[config.mk]
export PLATFORM = sky130hd
export DESIGN_NAME = tods_scheduler
export DESIGN_NICKNAME = d
export VERILOG_FILES = /design/src/shared/tods_pkg.sv /design/src/hdl/tods_scheduler.sv
export VERILOG_INCLUDE_DIRS = /design/src /design/src/shared
export SDC_FILE = /design/constraint.sdc
export NUM_CORES = 1
export LEC_CHECK = 0
export ABC_AREA = 1
export BUFFER_PORTS_ARGS = -buffer_cell sky130_fd_sc_hd__buf_4
export CORE_MARGIN = 4
export CORE_UTILIZATION = 37
export CTS_BUF_LIST = sky130_fd_sc_hd__clkbuf_4
export CTS_CLUSTER_SIZE = 30
export DETAILED_ROUTE_END_ITERATION = 8
export PLACE_DENSITY_LB_ADDON = 0.05
export SYNTH_ARGS = -nofsm -noshare
export SYNTH_HDL_FRONTEND = slang
export SYNTH_SLANG_ARGS = --single-unit
[constraint.sdc]
create_clock -name sys_clk_in -period 11.1 [get_ports sys_clk_in]
set_clock_uncertainty 0.15 [all_clocks]
set_input_delay 0.555 -clock sys_clk_in [delete_from_list [all_inputs] [get_ports sys_clk_in]]
set_output_delay 0.555 -clock sys_clk_in [all_outputs]
set_load 0.01 [all_outputs]
[src/shared/tods_defs.svh]
`ifndef TODS_DEFS_SVH
`define TODS_DEFS_SVH

// rule table size
`define TODS_NUM_RULES    20
// day selector value meaning every day; 1..7 are monday..sunday
`define TODS_WILDCARD_DAY 3'h0
// relay pulse length in milliseconds
`define TODS_PULSE_MS     2000
// clock rate in kHz
`define TODS_CLK_KHZ      100000
// pulse length in clock cycles
`define TODS_PULSE_CYCLES (`TODS_PULSE_MS * `TODS_CLK_KHZ)

`endif

[src/shared/tods_pkg.sv]
package tods_pkg;

  typedef enum logic [3:0] {
    TODS_RELAY_ON,
    TODS_RELAY_OFF,
    TODS_RELAY_PULSE,
    TODS_INPUT_ARM,
    TODS_INPUT_DISARM,
    TODS_THERMO_ENABLE,
    TODS_THERMO_DISABLE,
    TODS_TEMP_REPORT,
    TODS_RELAY_REPORT,
    TODS_INPUT_REPORT,
    TODS_LINK_REPORT
  } tods_action_type;

  typedef enum logic [1:0] {
    TODS_OP_ADD,
    TODS_OP_DELETE,
    TODS_OP_CLEAR,
    TODS_OP_LIST
  } tods_op_type;

  typedef enum logic [1:0] {
    TODS_IDLE,
    TODS_FIRE,
    TODS_LIST
  } tods_state_type;

endpackage

[src/hdl/tods_scheduler.sv]
`timescale 1ns/1ps
`include "tods_defs.svh"
// Behaviour
// - the table never holds more than twenty rules.
// - an add carries hour, minute, day and action, is stored as a new rule and acknowledged, or rejected when all twenty slots are full.
// - a delete removes the rules stored for the named time, a clear removes all, and both are acknowledged.
// - the day selector is zero for every day or one to seven for monday to sunday.
// - relay actions switch the named relay on, off, or give it one pulse.
// - arm and disarm actions set or clear the alarm enable of the named input.
// - thermostat actions enable or disable thermostat control of the named relay.
// - report actions raise a temperature, relay, input or link quality report like the matching query.
// - scheduled reports go to every configured alert destination.
// - each stored rule fires by itself when its time and day match the current time.
// - a list request returns each stored rule as time, day and action.
// - a factory reset empties the rule table.
module tods_scheduler #(
  parameter int NUM_RULES    = `TODS_NUM_RULES,
  parameter int PULSE_CYCLES = `TODS_PULSE_CYCLES,
  parameter int NUM_CH       = 8
) (
  // clock and reset
  input  wire logic                      sys_clk_in,
  input  wire logic                      reset_n_in,
  input  wire logic                      factory_reset_in,
  // time of day reference
  input  wire logic                      min_tick_in,
  input  wire logic [4:0]                time_hour_in,
  input  wire logic [5:0]                time_min_in,
  input  wire logic [2:0]                weekday_in,
  // command port
  input  wire logic                      cmd_valid_in,
  input  wire tods_pkg::tods_op_type     cmd_op_in,
  input  wire logic [4:0]                cmd_hour_in,
  input  wire logic [5:0]                cmd_min_in,
  input  wire logic [2:0]                cmd_day_in,
  input  wire tods_pkg::tods_action_type cmd_action_in,
  input  wire logic [2:0]                cmd_target_in,
  output logic                           cmd_ready_out,
  output logic                           cmd_ack_out,
  output logic                           cmd_reject_out,
  // list answer
  output logic                           list_valid_out,
  output logic [4:0]                     list_hour_out,
  output logic [5:0]                     list_min_out,
  output logic [2:0]                     list_day_out,
  output tods_pkg::tods_action_type      list_action_out,
  output logic [2:0]                     list_target_out,
  output logic                           list_done_out,
  // actions
  output logic [NUM_CH-1:0]              relay_on_out,
  output logic [NUM_CH-1:0]              relay_pulse_out,
  output logic [NUM_CH-1:0]              alarm_arm_out,
  output logic [NUM_CH-1:0]              thermo_en_out,
  output logic                           temp_report_out,
  output logic                           relay_report_out,
  output logic                           input_report_out,
  output logic                           link_report_out,
  output logic                           report_all_dest_out,
  output logic [4:0]                     rule_count_out
);

  logic                      rule_valid_r  [NUM_RULES];
  logic [4:0]                rule_hour_r   [NUM_RULES];
  logic [5:0]                rule_min_r    [NUM_RULES];
  logic [2:0]                rule_day_r    [NUM_RULES];
  tods_pkg::tods_action_type rule_action_r [NUM_RULES];
  logic [2:0]                rule_target_r [NUM_RULES];

  tods_pkg::tods_state_type  state_r;
  tods_pkg::tods_state_type  state_nxt;
  logic [4:0]                scan_r;
  logic                      tick_pend_r;
  logic                      tick_consume;
  logic [4:0]                tick_hour_r;
  logic [5:0]                tick_min_r;
  logic [2:0]                tick_day_r;
  logic [27:0]               pulse_timer_r;
  logic                      take;
  logic                      scan_last;
  logic                      free_found;
  logic [4:0]                free_idx;
  logic [4:0]                del_hits;
  logic                      add_ok;
  logic                      hit;
  tods_pkg::tods_action_type hit_action;
  logic [2:0]                hit_target;

  assign take      = cmd_valid_in && cmd_ready_out && !factory_reset_in;
  assign scan_last = (scan_r == 5'(NUM_RULES - 1));
  assign add_ok    = take && (cmd_op_in == tods_pkg::TODS_OP_ADD) && free_found;
  assign tick_consume = (state_r == tods_pkg::TODS_IDLE) && (state_nxt == tods_pkg::TODS_FIRE);

  always_comb begin
    free_found = 1'b0;
    free_idx   = 5'h00;
    del_hits   = 5'h00;
    for (int i = NUM_RULES - 1; i >= 0; i--) begin
      if (!rule_valid_r[i]) begin
        free_found = 1'b1;
        free_idx   = 5'(i);
      end
      if (rule_valid_r[i] && rule_hour_r[i] == cmd_hour_in && rule_min_r[i] == cmd_min_in) begin
        del_hits = del_hits + 5'h01;
      end
    end
  end

  // rule under scan matches the minute captured at the tick
  always_comb begin
    hit_action = rule_action_r[scan_r];
    hit_target = rule_target_r[scan_r];
    hit = (state_r == tods_pkg::TODS_FIRE) && rule_valid_r[scan_r] &&
          rule_hour_r[scan_r] == tick_hour_r && rule_min_r[scan_r] == tick_min_r &&
          (rule_day_r[scan_r] == `TODS_WILDCARD_DAY || rule_day_r[scan_r] == tick_day_r);
  end

  always_comb begin
    state_nxt = state_r;
    case (state_r)
      tods_pkg::TODS_IDLE: begin
        if (factory_reset_in) begin
          state_nxt = tods_pkg::TODS_IDLE;
        end else if (take && cmd_op_in == tods_pkg::TODS_OP_LIST) begin
          state_nxt = tods_pkg::TODS_LIST;
        end else if (min_tick_in || tick_pend_r) begin
          state_nxt = tods_pkg::TODS_FIRE;
        end
      end
      default: begin
        if (factory_reset_in || scan_last) begin
          state_nxt = tods_pkg::TODS_IDLE;
        end
      end
    endcase
  end

  always_ff @(posedge sys_clk_in or negedge reset_n_in) begin
    if (!reset_n_in) begin
      state_r       <= tods_pkg::TODS_IDLE;
      scan_r        <= 5'h00;
      cmd_ready_out <= 1'b0;
    end else begin
      state_r       <= state_nxt;
      scan_r        <= (state_nxt != state_r || scan_last) ? 5'h00 : scan_r + 5'h01;
      cmd_ready_out <= (state_nxt == tods_pkg::TODS_IDLE) && !factory_reset_in;
    end
  end

  // tick seen while busy waits; a tick started at once is not kept, else a second scan would follow
  always_ff @(posedge sys_clk_in or negedge reset_n_in) begin
    if (!reset_n_in) begin
      tick_pend_r <= 1'b0;
      tick_hour_r <= 5'h00;
      tick_min_r  <= 6'h00;
      tick_day_r  <= 3'h0;
    end else begin
      if (min_tick_in) begin
        tick_hour_r <= time_hour_in;
        tick_min_r  <= time_min_in;
        tick_day_r  <= weekday_in;
      end
      if (min_tick_in && (tick_pend_r || !tick_consume)) begin
        tick_pend_r <= 1'b1;
      end else if (tick_consume) begin
        tick_pend_r <= 1'b0;
      end
    end
  end

  always_ff @(posedge sys_clk_in or negedge reset_n_in) begin
    if (!reset_n_in) begin
      for (int i = 0; i < NUM_RULES; i++) begin
        rule_valid_r[i]  <= 1'b0;
        rule_hour_r[i]   <= 5'h00;
        rule_min_r[i]    <= 6'h00;
        rule_day_r[i]    <= 3'h0;
        rule_action_r[i] <= tods_pkg::TODS_RELAY_ON;
        rule_target_r[i] <= 3'h0;
      end
    end else if (factory_reset_in) begin
      for (int i = 0; i < NUM_RULES; i++) begin
        rule_valid_r[i] <= 1'b0;
      end
    end else if (take) begin
      if (add_ok) begin
        rule_valid_r[free_idx]  <= 1'b1;
        rule_hour_r[free_idx]   <= cmd_hour_in;
        rule_min_r[free_idx]    <= cmd_min_in;
        rule_day_r[free_idx]    <= cmd_day_in;
        rule_action_r[free_idx] <= cmd_action_in;
        rule_target_r[free_idx] <= cmd_target_in;
      end else if (cmd_op_in == tods_pkg::TODS_OP_CLEAR) begin
        for (int i = 0; i < NUM_RULES; i++) begin
          rule_valid_r[i] <= 1'b0;
        end
      end else if (cmd_op_in == tods_pkg::TODS_OP_DELETE) begin
        for (int i = 0; i < NUM_RULES; i++) begin
          if (rule_hour_r[i] == cmd_hour_in && rule_min_r[i] == cmd_min_in) begin
            rule_valid_r[i] <= 1'b0;
          end
        end
      end
    end
  end

  always_ff @(posedge sys_clk_in or negedge reset_n_in) begin
    if (!reset_n_in) begin
      rule_count_out <= 5'h00;
      cmd_ack_out    <= 1'b0;
      cmd_reject_out <= 1'b0;
    end else begin
      cmd_ack_out    <= take && !(cmd_op_in == tods_pkg::TODS_OP_ADD && !free_found);
      cmd_reject_out <= take && cmd_op_in == tods_pkg::TODS_OP_ADD && !free_found;
      if (factory_reset_in || (take && cmd_op_in == tods_pkg::TODS_OP_CLEAR)) begin
        rule_count_out <= 5'h00;
      end else if (add_ok) begin
        rule_count_out <= rule_count_out + 5'h01;
      end else if (take && cmd_op_in == tods_pkg::TODS_OP_DELETE) begin
        rule_count_out <= rule_count_out - del_hits;
      end
    end
  end

  always_ff @(posedge sys_clk_in or negedge reset_n_in) begin
    if (!reset_n_in) begin
      list_valid_out  <= 1'b0;
      list_done_out   <= 1'b0;
      list_hour_out   <= 5'h00;
      list_min_out    <= 6'h00;
      list_day_out    <= 3'h0;
      list_action_out <= tods_pkg::TODS_RELAY_ON;
      list_target_out <= 3'h0;
    end else begin
      list_valid_out  <= state_r == tods_pkg::TODS_LIST && rule_valid_r[scan_r] && !factory_reset_in;
      list_done_out   <= state_r == tods_pkg::TODS_LIST && (scan_last || factory_reset_in);
      list_hour_out   <= rule_hour_r[scan_r];
      list_min_out    <= rule_min_r[scan_r];
      list_day_out    <= rule_day_r[scan_r];
      list_action_out <= rule_action_r[scan_r];
      list_target_out <= rule_target_r[scan_r];
    end
  end

  always_ff @(posedge sys_clk_in or negedge reset_n_in) begin
    if (!reset_n_in) begin
      relay_on_out  <= '0;
      alarm_arm_out <= '0;
      thermo_en_out <= '0;
    end else if (factory_reset_in) begin
      relay_on_out  <= '0;
      alarm_arm_out <= '0;
      thermo_en_out <= '0;
    end else if (hit) begin
      case (hit_action)
        tods_pkg::TODS_RELAY_ON:      relay_on_out[hit_target]  <= 1'b1;
        tods_pkg::TODS_RELAY_OFF:     relay_on_out[hit_target]  <= 1'b0;
        tods_pkg::TODS_INPUT_ARM:     alarm_arm_out[hit_target] <= 1'b1;
        tods_pkg::TODS_INPUT_DISARM:  alarm_arm_out[hit_target] <= 1'b0;
        tods_pkg::TODS_THERMO_ENABLE: thermo_en_out[hit_target] <= 1'b1;
        tods_pkg::TODS_THERMO_DISABLE: thermo_en_out[hit_target] <= 1'b0;
        default: ;
      endcase
    end
  end

  // one shared timer; a new pulse restarts it for every relay still pulsing
  always_ff @(posedge sys_clk_in or negedge reset_n_in) begin
    if (!reset_n_in) begin
      relay_pulse_out <= '0;
      pulse_timer_r   <= 28'h0000000;
    end else if (factory_reset_in) begin
      relay_pulse_out <= '0;
      pulse_timer_r   <= 28'h0000000;
    end else if (hit && hit_action == tods_pkg::TODS_RELAY_PULSE) begin
      relay_pulse_out[hit_target] <= 1'b1;
      pulse_timer_r               <= 28'(PULSE_CYCLES - 1);
    end else if (pulse_timer_r != 28'h0000000) begin
      pulse_timer_r <= pulse_timer_r - 28'h0000001;
    end else begin
      relay_pulse_out <= '0;
    end
  end

  always_ff @(posedge sys_clk_in or negedge reset_n_in) begin
    if (!reset_n_in) begin
      temp_report_out     <= 1'b0;
      relay_report_out    <= 1'b0;
      input_report_out    <= 1'b0;
      link_report_out     <= 1'b0;
      report_all_dest_out <= 1'b0;
    end else begin
      temp_report_out     <= hit && hit_action == tods_pkg::TODS_TEMP_REPORT;
      relay_report_out    <= hit && hit_action == tods_pkg::TODS_RELAY_REPORT;
      input_report_out    <= hit && hit_action == tods_pkg::TODS_INPUT_REPORT;
      link_report_out     <= hit && hit_action == tods_pkg::TODS_LINK_REPORT;
      report_all_dest_out <= hit && hit_action inside {tods_pkg::TODS_TEMP_REPORT, tods_pkg::TODS_RELAY_REPORT,
                             tods_pkg::TODS_INPUT_REPORT, tods_pkg::TODS_LINK_REPORT};
    end
  end
endmodule

## After elaboration in Yosys (flattened, before gate mapping)

Cells that the tools add are included.

| word-level totals | value |
|---|---|
| output and inout port bits | 68 |
| bits in registers | 558 |

| cells by class | value |
|---|---|
| $add $sub $neg | 23 |
| order comparisons | 5 |
| eq/ne operators | 62 |
| bitwise gates (word level) | 12 |
| reduce and logical (&&, ||, !) cells | 158 |
| multiplexer cells | 146 |

Operators by type and width:

| operator | count |
|---|---|
| $mux 5 | 46 |
| $eq 6x6->1 | 21 |
| $bwmux 120 | 1 |
| $bwmux 60 | 2 |
| $add 5x1->5 const B | 21 |
| $eq 5x5->1 | 21 |
| $bwmux 100 | 1 |
| $mux 20 | 5 |
| $logic_and 1x1->1 | 88 |
| $reduce_bool 4->1 | 22 |
| $mux 28 | 3 |
| $bwmux 80 | 1 |
| $mux 8 | 9 |
| $reduce_and 3->1 | 21 |
| $pmux 8 s2 | 3 |
| $mux 1 | 47 |
| $or 8x8->8 | 4 |
| $bmux 3 s5 | 2 |
| $bmux 6 s5 | 1 |
| $demux 6 s5 | 1 |
| $reduce_bool 28->1 | 1 |
| $sub 28x1->28 const B | 1 |
| $bmux 5 s5 | 1 |
| $demux 5 s5 | 1 |
| other kinds (38) | 82 |

## Depth between registers and ports, before layout

Gate-level depths: netlist of run 1.

| depth | value |
|---|---|
| depth after elaboration | 46 |
| mapped depth | 83 |
| depth with buffers taken out | 81 |

## Worst setup path before layout of run 1

No wires, ideal clock.

| path | value |
|---|---|
| path kind | input -> register |
| start point | in cmd_min_in[3] |
| end point | reg rule_count_out[4] |
| data arrival time | 10.706 ns |
| path slack | 0.178 ns |
| required time | 10.884 ns |
| stages | 73 |
| library setup time | 0.066 ns |
| cells stage by stage | buf_4 buf_1 xnor2_1 nand3_1 nor4_1 nand2_1 nor2_1 ha_1 inv_1 nand2_1 nand2_1 inv_1 ha_1 inv_1 nand2_1 a21oi_1 nand3b_1 nand2_1 [37 not listed] nand2_1 inv_1 o21ai_0 o21ai_1 ha_1 a21oi_1 ha_1 nand2_1 inv_1 nor3_1 ha_1 nand2_1 o21ai_0 xor2_1 inv_1 nand4_1 nand3_1 nand2_1 |

| between the ends | value |
|---|---|
| cells in the longest elaborated chain, start to end | 45 |

Ends and longest elaborated chain:

| what | line | RTL |
|---|---|---|
| from (decl) | tods_scheduler.sv:34 | `input wire logic [5:0] cmd_min_in,` |
| $eq 6x6->1 | tods_scheduler.sv:102 | `if (rule_valid_r[i] && rule_hour_r[i] == cmd_hour_in && rule_min_r[i] == cmd_min_in) begin` |
| $logic_and 1x1->1 | tods_scheduler.sv:102 |  |
| $mux 1 | tods_scheduler.sv:102 |  |
| $add 5x1->5 | tods_scheduler.sv:103 | `del_hits = del_hits + 5'h01;` |
| $mux 5 | tods_scheduler.sv:102 |  |
| $add 5x1->5 | tods_scheduler.sv:103 |  |
| $mux 5 | tods_scheduler.sv:102 |  |
| $add 5x1->5 | tods_scheduler.sv:103 |  |
| [29 not listed] | n/a |  |
| $add 5x1->5 | tods_scheduler.sv:103 |  |
| $mux 5 | tods_scheduler.sv:102 |  |
| $add 5x1->5 | tods_scheduler.sv:103 |  |
| $mux 5 (*) | tods_scheduler.sv:102 |  |
| $sub 5x5->5 (*) | tods_scheduler.sv:219 | `rule_count_out <= rule_count_out - del_hits;` |
| $mux 5 (*) | tods_scheduler.sv:218 | `end else if (take && cmd_op_in == tods_pkg::TODS_OP_DELETE) begin` |
| $mux 5 (*) | tods_scheduler.sv:216 | `end else if (add_ok) begin` |
| $mux 5 (*) | tods_scheduler.sv:214 | `if (factory_reset_in \|\| (take && cmd_op_in == tods_pkg::TODS_OP_CLEAR)) begin` |
| to (signal assigned) | tods_scheduler.sv:217 | `rule_count_out <= rule_count_out + 5'h01;` |
| to (signal assigned) | tods_scheduler.sv:219 |  |
| to (decl) | tods_scheduler.sv:59 | `output logic [4:0] rule_count_out` |

Mark *: on every way between the ends. The rest lies on a longest branch, timed or not. The select of a mux whose other input is x is not followed.
A chain may end at the register's enable or synchronous reset.

## Worst setup path in the final report of run 1

| path | value |
|---|---|
| start point | reg rule_min_r[11] (netlist name) |
| end point | reg rule_count_out[4] |

| between the ends | value |
|---|---|
| cells in the longest elaborated chain, start to end | 43 |

Ends and longest elaborated chain:

| what | line | RTL |
|---|---|---|
| from (decl) | tods_scheduler.sv:64 | `logic [5:0] rule_min_r [NUM_RULES];` |
| from (signal, indexed assignment) | tods_scheduler.sv:188 | `rule_min_r[free_idx] <= cmd_min_in;` |
| $eq 6x6->1 (*) | tods_scheduler.sv:102 |  |
| $logic_and 1x1->1 (*) | tods_scheduler.sv:102 |  |
| $mux 5 (*) | tods_scheduler.sv:102 |  |
| $add 5x1->5 | tods_scheduler.sv:103 |  |
| $mux 5 (*) | tods_scheduler.sv:102 |  |
| $add 5x1->5 | tods_scheduler.sv:103 |  |
| $mux 5 (*) | tods_scheduler.sv:102 |  |
| $add 5x1->5 | tods_scheduler.sv:103 |  |
| [27 not listed] | n/a |  |
| $add 5x1->5 | tods_scheduler.sv:103 |  |
| $mux 5 (*) | tods_scheduler.sv:102 |  |
| $add 5x1->5 | tods_scheduler.sv:103 |  |
| $mux 5 (*) | tods_scheduler.sv:102 |  |
| $sub 5x5->5 (*) | tods_scheduler.sv:219 |  |
| $mux 5 (*) | tods_scheduler.sv:218 |  |
| $mux 5 (*) | tods_scheduler.sv:216 |  |
| $mux 5 (*) | tods_scheduler.sv:214 |  |

Marks and branches as above.

==> results.cfg, run 1 <==
[layout]
post_route_cells_drive_above_1_share_pct = 14.99
nNetsFinal = 4427
stdcell_area_sq_um = 36540
layout.cells.non_filler = 5535
areaGrowthSynthToFinish_pct = 17.89

[grt]
first_global_vias = 27980
grt_start_max_net_pins = 155
grt_antenna_before_repair = 1
first_pass_grt_wire_length_microns = 168900
gr-total-overflow = 0
groute.usage.overall_pct = 24.44

[die]
die_w_microns = 297.4
floorplan.die_area_sq_um = 88470
effective_utilization_at_floorplan_pct = 37.57
die_h_microns = 297.4
core.rowCount = 105
core_area_sq_um = 82500
io-pin-count = 110

[sta]
maxSlewHeadroom_pct = 31.89
report.final.slew_viol_count = 0
final.hold.worst_slack_ps = 120.6
max_freq_mhz = 95.66
tns_ps = 0
tightestPinTransition_ps = 1014
setup_slack_ps = 645.8
post-route-period-util_pct = 94.18
setup_viol = 0
timing_hold_violations_final = 0
finalCriticalPeriod_ps = 10450

[clock_network]
clock_tree.root_cell = sky130_fd_sc_hd__clkbuf_4
htree_num_levels = 4
worstSkewPairLatency_ps = 1030
cts_num_sinks = 558
cts_buffers = 167
cts_max_path_buffers = 3
cts_tree = yes
cts.reportedPaths.clkPinSlew_ps = 60

[critical_path]
critPathMaxFanout = 4
critical_path.reg2reg.endpoint = rule_count_out[4]
cp.required_ps = 11850
r2r.worst_path.cells = 74
cpPeakStageDelay_ps = 390
setup.reg_to_reg.worst_slack_ps = 650
critical_path_class = flip-flop to flip-flop
end_kind = flip-flop
worstSetupStartpointType = flip-flop
library_cell_contributing_the_largest_single_delay_on_the_critical_path = sky130_fd_sc_hd__dfrtp_1
critPathArrivalTime_ps = 11200
worstReg2RegStart = rule_min_r[11]

[routing]
final_antenna_net_count = 0
number_of_vias_per_cell_after_detailed_routing = 5.153
drcViolationCount = 0
routedWlPerCell_microns = 19.80
dr.pass1.iters = 5
first_iter_violations = 2299
via_count_of_the_routed_design = 28520
postRouteWirelength_microns = 109600

[pwr]
power_per_cell_area_nw_per_um2 = 173.0
p_leak_nw = 17.49
power.ir.vdd_worst_mv = 0.09427

[yosys]
yosysSeqAreaShare_pct = 45.05
dominantRegCellSynth = sky130_fd_sc_hd__dfrtp_1
postSynthRegisterBits = 558
syn-mean-instance-area_sq_um = 7.566
async_flop_share_pct = 100.0
synth-edff-count = 0
mappedNetlistNets = 4172
synth.cell_area_sq_um = 31000
synth.lib_cells_used.distinct = 59
synth_cells = 4097
yosysWarnings = 0

[place]
half_perimeter_wire_length_after_placement_microns = 71540
place_area_sq_um = 33310
io_buffers = 109
placement.setup.worst_slack_ps = -539.2
gpl.final_weighted_congestion = 0.8313
dp_cells = 5167

[worst_hold_path]
hold-path-cell-count = 3
timing.hold.worst.class = input port to flip-flop
end_point_of_the_worst_hold_path = rule_action_r[40]
hold_path.startpoint = cmd_action_in[0]

[outcome]
run_status = completed

[run]
max-cap-violations = 0
-- Yosys cell counts (7+ instances only) --
master                      number  area share [%]
sky130_fd_sc_hd__xor2_1        102             2.9
sky130_fd_sc_hd__nand3_2        13            0.42
sky130_fd_sc_hd__nand3b_1       17            0.41
sky130_fd_sc_hd__a31oi_1        10            0.20
sky130_fd_sc_hd__nor3_1         45            0.73
sky130_fd_sc_hd__o22ai_1        53             1.1
sky130_fd_sc_hd__nor4_1         30            0.61
sky130_fd_sc_hd__nand3_1       157             2.5
sky130_fd_sc_hd__a21oi_1       114             1.8
sky130_fd_sc_hd__inv_2           9            0.11
sky130_fd_sc_hd__or2_2          18            0.36
sky130_fd_sc_hd__ha_1           32             1.3
sky130_fd_sc_hd__xnor2_1        68             1.9
sky130_fd_sc_hd__nand4_1        43            0.87
sky130_fd_sc_hd__o21ai_1         7            0.11
sky130_fd_sc_hd__inv_1         328             4.0
sky130_fd_sc_hd__o221ai_1       21            0.59
sky130_fd_sc_hd__o21ai_0       735              12
sky130_fd_sc_hd__clkbuf_1      223             2.7
sky130_fd_sc_hd__nand2_2        30            0.61
sky130_fd_sc_hd__dfrtp_1       558              45
sky130_fd_sc_hd__nor2_1        407             4.9
sky130_fd_sc_hd__o211ai_1       19            0.46
sky130_fd_sc_hd__buf_1          16            0.19
sky130_fd_sc_hd__nor3b_1         7            0.17
sky130_fd_sc_hd__nand2_1       926              11
sky130_fd_sc_hd__a22oi_1         7            0.17
sky130_fd_sc_hd__a2111oi_0      17            0.48
-- power breakdown --
| group | internal, mW | switching [mW] |
|---|---|---|
| clock network | 1.19 | 0.942 |
| logic | 0.591 | 1.33 |
| registers | 2.15 | 0.118 |
-- per-stage QoR --
step | utilization, % | power (mW)
after detailed placement | 40.38 | 4.209
final | 44.29 | 6.320
after floorplan | - | 3.447
after global placement | 40.38 | 4.215
after CTS | 43.91 | 6.402
after global routing | 44.29 | 6.736
-- how the worst max path moves through the flow --
stage | startpoint | slack [ps] | cells past startpoint | to
floorplan | cmd_min_in[3] | 180 | 73 | rule_count_out[4]
global placement | cmd_min_in[5] | -280 | 72 | rule_count_out[4]
detailed placement | cmd_min_in[5] | -540 | 71 | rule_count_out[4]
CTS | rule_min_r[11] | 40 | 71 | rule_count_out[4]
global route | rule_hour_r[1] | -60 | 79 | rule_count_out[4]
finish | rule_min_r[11] | 650 | 74 | rule_count_out[4]
-- cell type report --
type / count / area [sq um]
diodes: 2 / 5.005
fillers: 8501 / 45960
flip-flops and latches: 558 / 13970
clock inverters: 35 / 370.4
well taps: 1070 / 1339
inverters: 343 / 1301
clock buffers: 245 / 1839
repair buffers: 341 / 2790
multi-input cells: 2941 / 14930
-- timing repair --
action	CTS	global route
pin swaps	1	52
setup endpoints to repair	2	4
buffers inserted	0	17
gates resized for setup	5	60
hold buffers	69	0
hold endpoints to repair	403	0
-- layout by cell type (no fill, tap or decap), types with 19 or more instances in the layout --
| cell type | Yosys | final |
|---|---|---|
| sky130_fd_sc_hd__a21oi_1 | 114 | 112 |
| sky130_fd_sc_hd__nand4_1 | 43 | 43 |
| sky130_fd_sc_hd__inv_1 | 328 | 326 |
| sky130_fd_sc_hd__buf_4 | 6 | 267 |
| sky130_fd_sc_hd__dlygate4sd3_1 | 0 | 69 |
| sky130_fd_sc_hd__dfrtp_1 | 558 | 556 |
| sky130_fd_sc_hd__nor2_1 | 407 | 399 |
| sky130_fd_sc_hd__nand2_2 | 30 | 47 |
| sky130_fd_sc_hd__o22ai_1 | 53 | 53 |
| sky130_fd_sc_hd__clkbuf_4 | 0 | 245 |
| sky130_fd_sc_hd__nand2_1 | 926 | 906 |
| sky130_fd_sc_hd__nor3_1 | 45 | 45 |
| sky130_fd_sc_hd__nor4_1 | 30 | 29 |
| sky130_fd_sc_hd__o21ai_0 | 735 | 729 |
| sky130_fd_sc_hd__xor2_1 | 102 | 102 |
| sky130_fd_sc_hd__o221ai_1 | 21 | 21 |
| sky130_fd_sc_hd__nand3_1 | 157 | 154 |
| sky130_fd_sc_hd__xnor2_1 | 68 | 67 |
| sky130_fd_sc_hd__o211ai_1 | 19 | 19 |
| sky130_fd_sc_hd__ha_1 | 32 | 29 |
| sky130_fd_sc_hd__clkinv_1 | 3 | 22 |
-- worst max-delay path, delay by kind of cell (launching register included) --
family | cells | cell delay, ps
adders and majority gates | 11 | 2860
buffers and inverters | 9 | 530
xor gates and xnor gates | 2 | 370
AOI/OAI and AO/OA | 12 | 1740
DFF | 1 | 390
and+or+nand+nor | 40 | 4260
-- metal layers --
metal	GRT usage, %	part of all wire (%)	vias to the layer above
li1	-	-	14130
met1	33.28	46	13570
met2	39.42	47	673
met3	4.386	4.7	151
met4	8.170	2.7	0
met5	0	0	-
-- registers in the layout, summed over array words and instances, names as in the netlist, 6 cells and up --
| register | flops |
|---|---|
| alarm_arm_out | 8 |
| rule_day_r | 60 |
| relay_pulse_out | 8 |
| list_min_out | 6 |
| rule_hour_r | 100 |
| relay_on_out | 8 |
| rule_target_r | 60 |
| tick_min_r | 6 |
| pulse_timer_r | 28 |
| thermo_en_out | 8 |
| rule_min_r | 120 |
| rule_action_r | 80 |
| rule_valid_r | 20 |
-- logic make-up (layout without fill, tap and decap cells) --
kind of cell	Yosys count	after routing	synth area share [%]
and+or+nand+nor	1708	1708	23.22
AOI/OAI and AO/OA	1027	1027	18.01
buffers and inverters	598	964	7.459
DFF	558	558	45.05
xor gates and xnor gates	170	170	4.803
adders and majority gates	34	34	1.389
muxes	2	2	0.07265
other	0	2	0
No activity file was read; power rests on OpenSTA's default activity.
==> inputs of run 2 (changes only) <==
--- a/config.mk
+++ b/config.mk
@@ -10,7 +10,6 @@
 export BUFFER_PORTS_ARGS = -buffer_cell sky130_fd_sc_hd__buf_4
 export CORE_MARGIN = 4
 export CORE_UTILIZATION = 37
-export CTS_BUF_LIST = sky130_fd_sc_hd__clkbuf_4
 export CTS_CLUSTER_SIZE = 30
 export DETAILED_ROUTE_END_ITERATION = 8
 export PLACE_DENSITY_LB_ADDON = 0.05
==> run 2 against run 1 <==
Fmax is 0.10% lower. Critical path type unchanged. Total power is 2.2% higher. Die area stayed put.
==> results.cfg, run 2 (synthesized netlist as in run 1, its figures left out) <==
[grt]
met1_usage_pct = 33.92
grt_util_met3_pct = 2.554
gr-total-overflow = 0
grt_busiest_layer = met2
first_pass_grt_wire_length_microns = 167500
grt_start_max_net_pins = 155
grt_use_met2_pct = 39.63
first_global_vias = 26890
grt_antenna_before_repair = 0
groute.usage.overall_pct = 24.02

[outcome]
run_status = completed

[routing]
via_count_of_the_routed_design = 27910
number_of_vias_per_cell_after_detailed_routing = 5.248
final_antenna_net_count = 0
postRouteWirelength_microns = 108500
routedWlPerCell_microns = 20.41
drcViolationCount = 0
dr.pass1.iters = 5
first_iter_violations = 2019

[layout]
leading_cell_type_in_the_layout_fill_and_taps_excluded = sky130_fd_sc_hd__nand2_1
most-common-layout-cells = sky130_fd_sc_hd__nand2_1, sky130_fd_sc_hd__o21ai_0, sky130_fd_sc_hd__dfrtp_1
max_flop_register = rule_min_r
nNetsFinal = 4271
post_route_cells_drive_above_1_share_pct = 12.43
reg_top3 = rule_min_r x120, rule_hour_r x100, rule_action_r x80
areaGrowthSynthToFinish_pct = 16.30
post-route-util_pct = 43.69
largest_reg_flops = 120
insertedDiodeCount = 0

[clock_network]
cts.reportedPaths.clkPinSlew_ps = 60
cts_max_path_buffers = 3
htree_num_levels = 3
cts_tree = yes
clock_tree.root_cell = sky130_fd_sc_hd__clkbuf_16
worstSkewPairLatency_ps = 630
cts_buffers = 69
cts_num_sinks = 558

[sta]
maxSlewHeadroom_pct = 30.91
tightestPinTransition_ps = 1028
timing_hold_violations_final = 0
finalCriticalPeriod_ps = 10470
setup_viol = 0
max_freq_mhz = 95.56
report.final.slew_viol_count = 0
post-route-period-util_pct = 94.28

[critical_path]
critPathMaxFanout = 4
cp.required_ps = 11450
critPathArrivalTime_ps = 10820
critical_path.top_delay_family = simple AND/OR/NAND/NOR gates
library_cell_contributing_the_largest_single_delay_on_the_critical_path = sky130_fd_sc_hd__dfrtp_1
critical_path_class = flip-flop to flip-flop
combined_buffer_and_inverter_count_along_the_critical_path = 9
end_kind = flip-flop
cpPeakStageDelay_ps = 410
worstSetupStartpointType = flip-flop

[place]
half_perimeter_wire_length_after_placement_microns = 71540
gpl.final_weighted_congestion = 0.8313
io_buffers = 109

[die]
effective_utilization_at_floorplan_pct = 37.57
core.rowCount = 105
io-pin-count = 110
floorplan.die_area_sq_um = 88470
die_w_microns = 297.4
core_area_sq_um = 82500
die_h_microns = 297.4

[pwr]
cell_internal_pwr_mw = 4.042
power.sequential.fraction_pct = 35.1
p_leak_nw = 17.09
switching_power_mw = 2.416
clock_power_share_pct = 35.4
power.ir.vdd_worst_mv = 0.1273
power.combinational.fraction_pct = 29.5
power_per_cell_area_nw_per_um2 = 179.1
total_power_mw = 6.458
netSwitchingFraction_pct = 37.41

[run]
max-cap-violations = 0

[worst_hold_path]
timing.hold.worst.class = input port to flip-flop
## run 2: changes by cell type in the layout (fill, tap and decap cells not counted), moves of 3 or more
cell and change:
sky130_fd_sc_hd__bufinv_16 -6, sky130_fd_sc_hd__clkbuf_1 +14, sky130_fd_sc_hd__clkbuf_16 +69, sky130_fd_sc_hd__clkbuf_4 -245
sky130_fd_sc_hd__clkbuf_8 +16, sky130_fd_sc_hd__clkinv_1 -21, sky130_fd_sc_hd__clkinv_2 +13, sky130_fd_sc_hd__dlygate4sd3_1 -59
sky130_fd_sc_hd__inv_6 -3
## run 2: layer usage
layer	vias up	share of wire, %
met5	-	0
li1	13730	-
met1	13490	47
met2	548	47
met4	0	2.4
met3	133	3.6
## run 2: power by group through the flow
stage          Clock, mW  Sequential (mW)  Combinational [mW]
6_report            2.28             2.27                1.91
5_1_grt             2.43             2.28                2.11
4_1_cts             2.34             2.27                1.92
3_5_place_dp           0             2.30                1.91
3_3_place_gp           0             2.30                1.91
2_1_floorplan          0             2.27                1.18
## run 2: repair_timing
item / in CTS / in global routing
resized for setup: 6 / 68
setup buffers: 0 / 18
pin swaps: 0 / 60
hold endpoints to repair: 106 / 0
hold buffers: 10 / 0
endpoints found under the setup margin: 3 / 4
gates cloned: 0 / 0
## run 2: metrics by stage
step	setup slack, ps	std cells	cell area, sq um	TNS, ps	hold WS, ps
after floorplan	177.6	4097	31000	0	109.4
after global placement	-278.2	5167	33310	-441.1	311.3
after detailed placement	-539.2	5167	33310	-1369	318.0
after CTS	17.38	5299	35710	0	1.276
after global routing	-78.74	5317	36050	-95.76	21.92
final	634.9	5317	36050	0	25.78
## run 2: layout make-up
| type | instances | area, sq um |
|---|---|---|
| inverter | 343 | 1301 |
| clock buffer | 99 | 1999 |
| timing repair buffer | 283 | 2207 |
| tap | 1070 | 1339 |
| clock inverter | 23 | 275.3 |
| fill | 8414 | 46450 |
| sequential | 558 | 13970 |
| multi-input combinational | 2941 | 14960 |
## run 2: path summary, 6_finish.rpt
kind	start	end	slack, ps	cells after the start
setup / recovery	rule_min_r[11]	rule_count_out[4]	630	74
hold / removal	time_min_in[4]	tick_min_r[4]	30	3
setup reg to reg	rule_min_r[11]	rule_count_out[4]	630	74
hold reg to reg	rule_target_r[7]	rule_target_r[7]	330	2
max in group asynchronous	reset_n_in	scan_r[1]	8260	4
min in group asynchronous	reset_n_in	rule_count_out[1]	420	2
## run 2: worst reg2reg max path: cells and delay by family, from the launching register on
kind                       cells  cell delay [ps]
and+or+nand+nor               40             4350
adders and majority gates     11             2880
AOI/OAI and AO/OA             12             1720
buffers and inverters          9              490
DFF                            1              410
xor gates and xnor gates       2              340
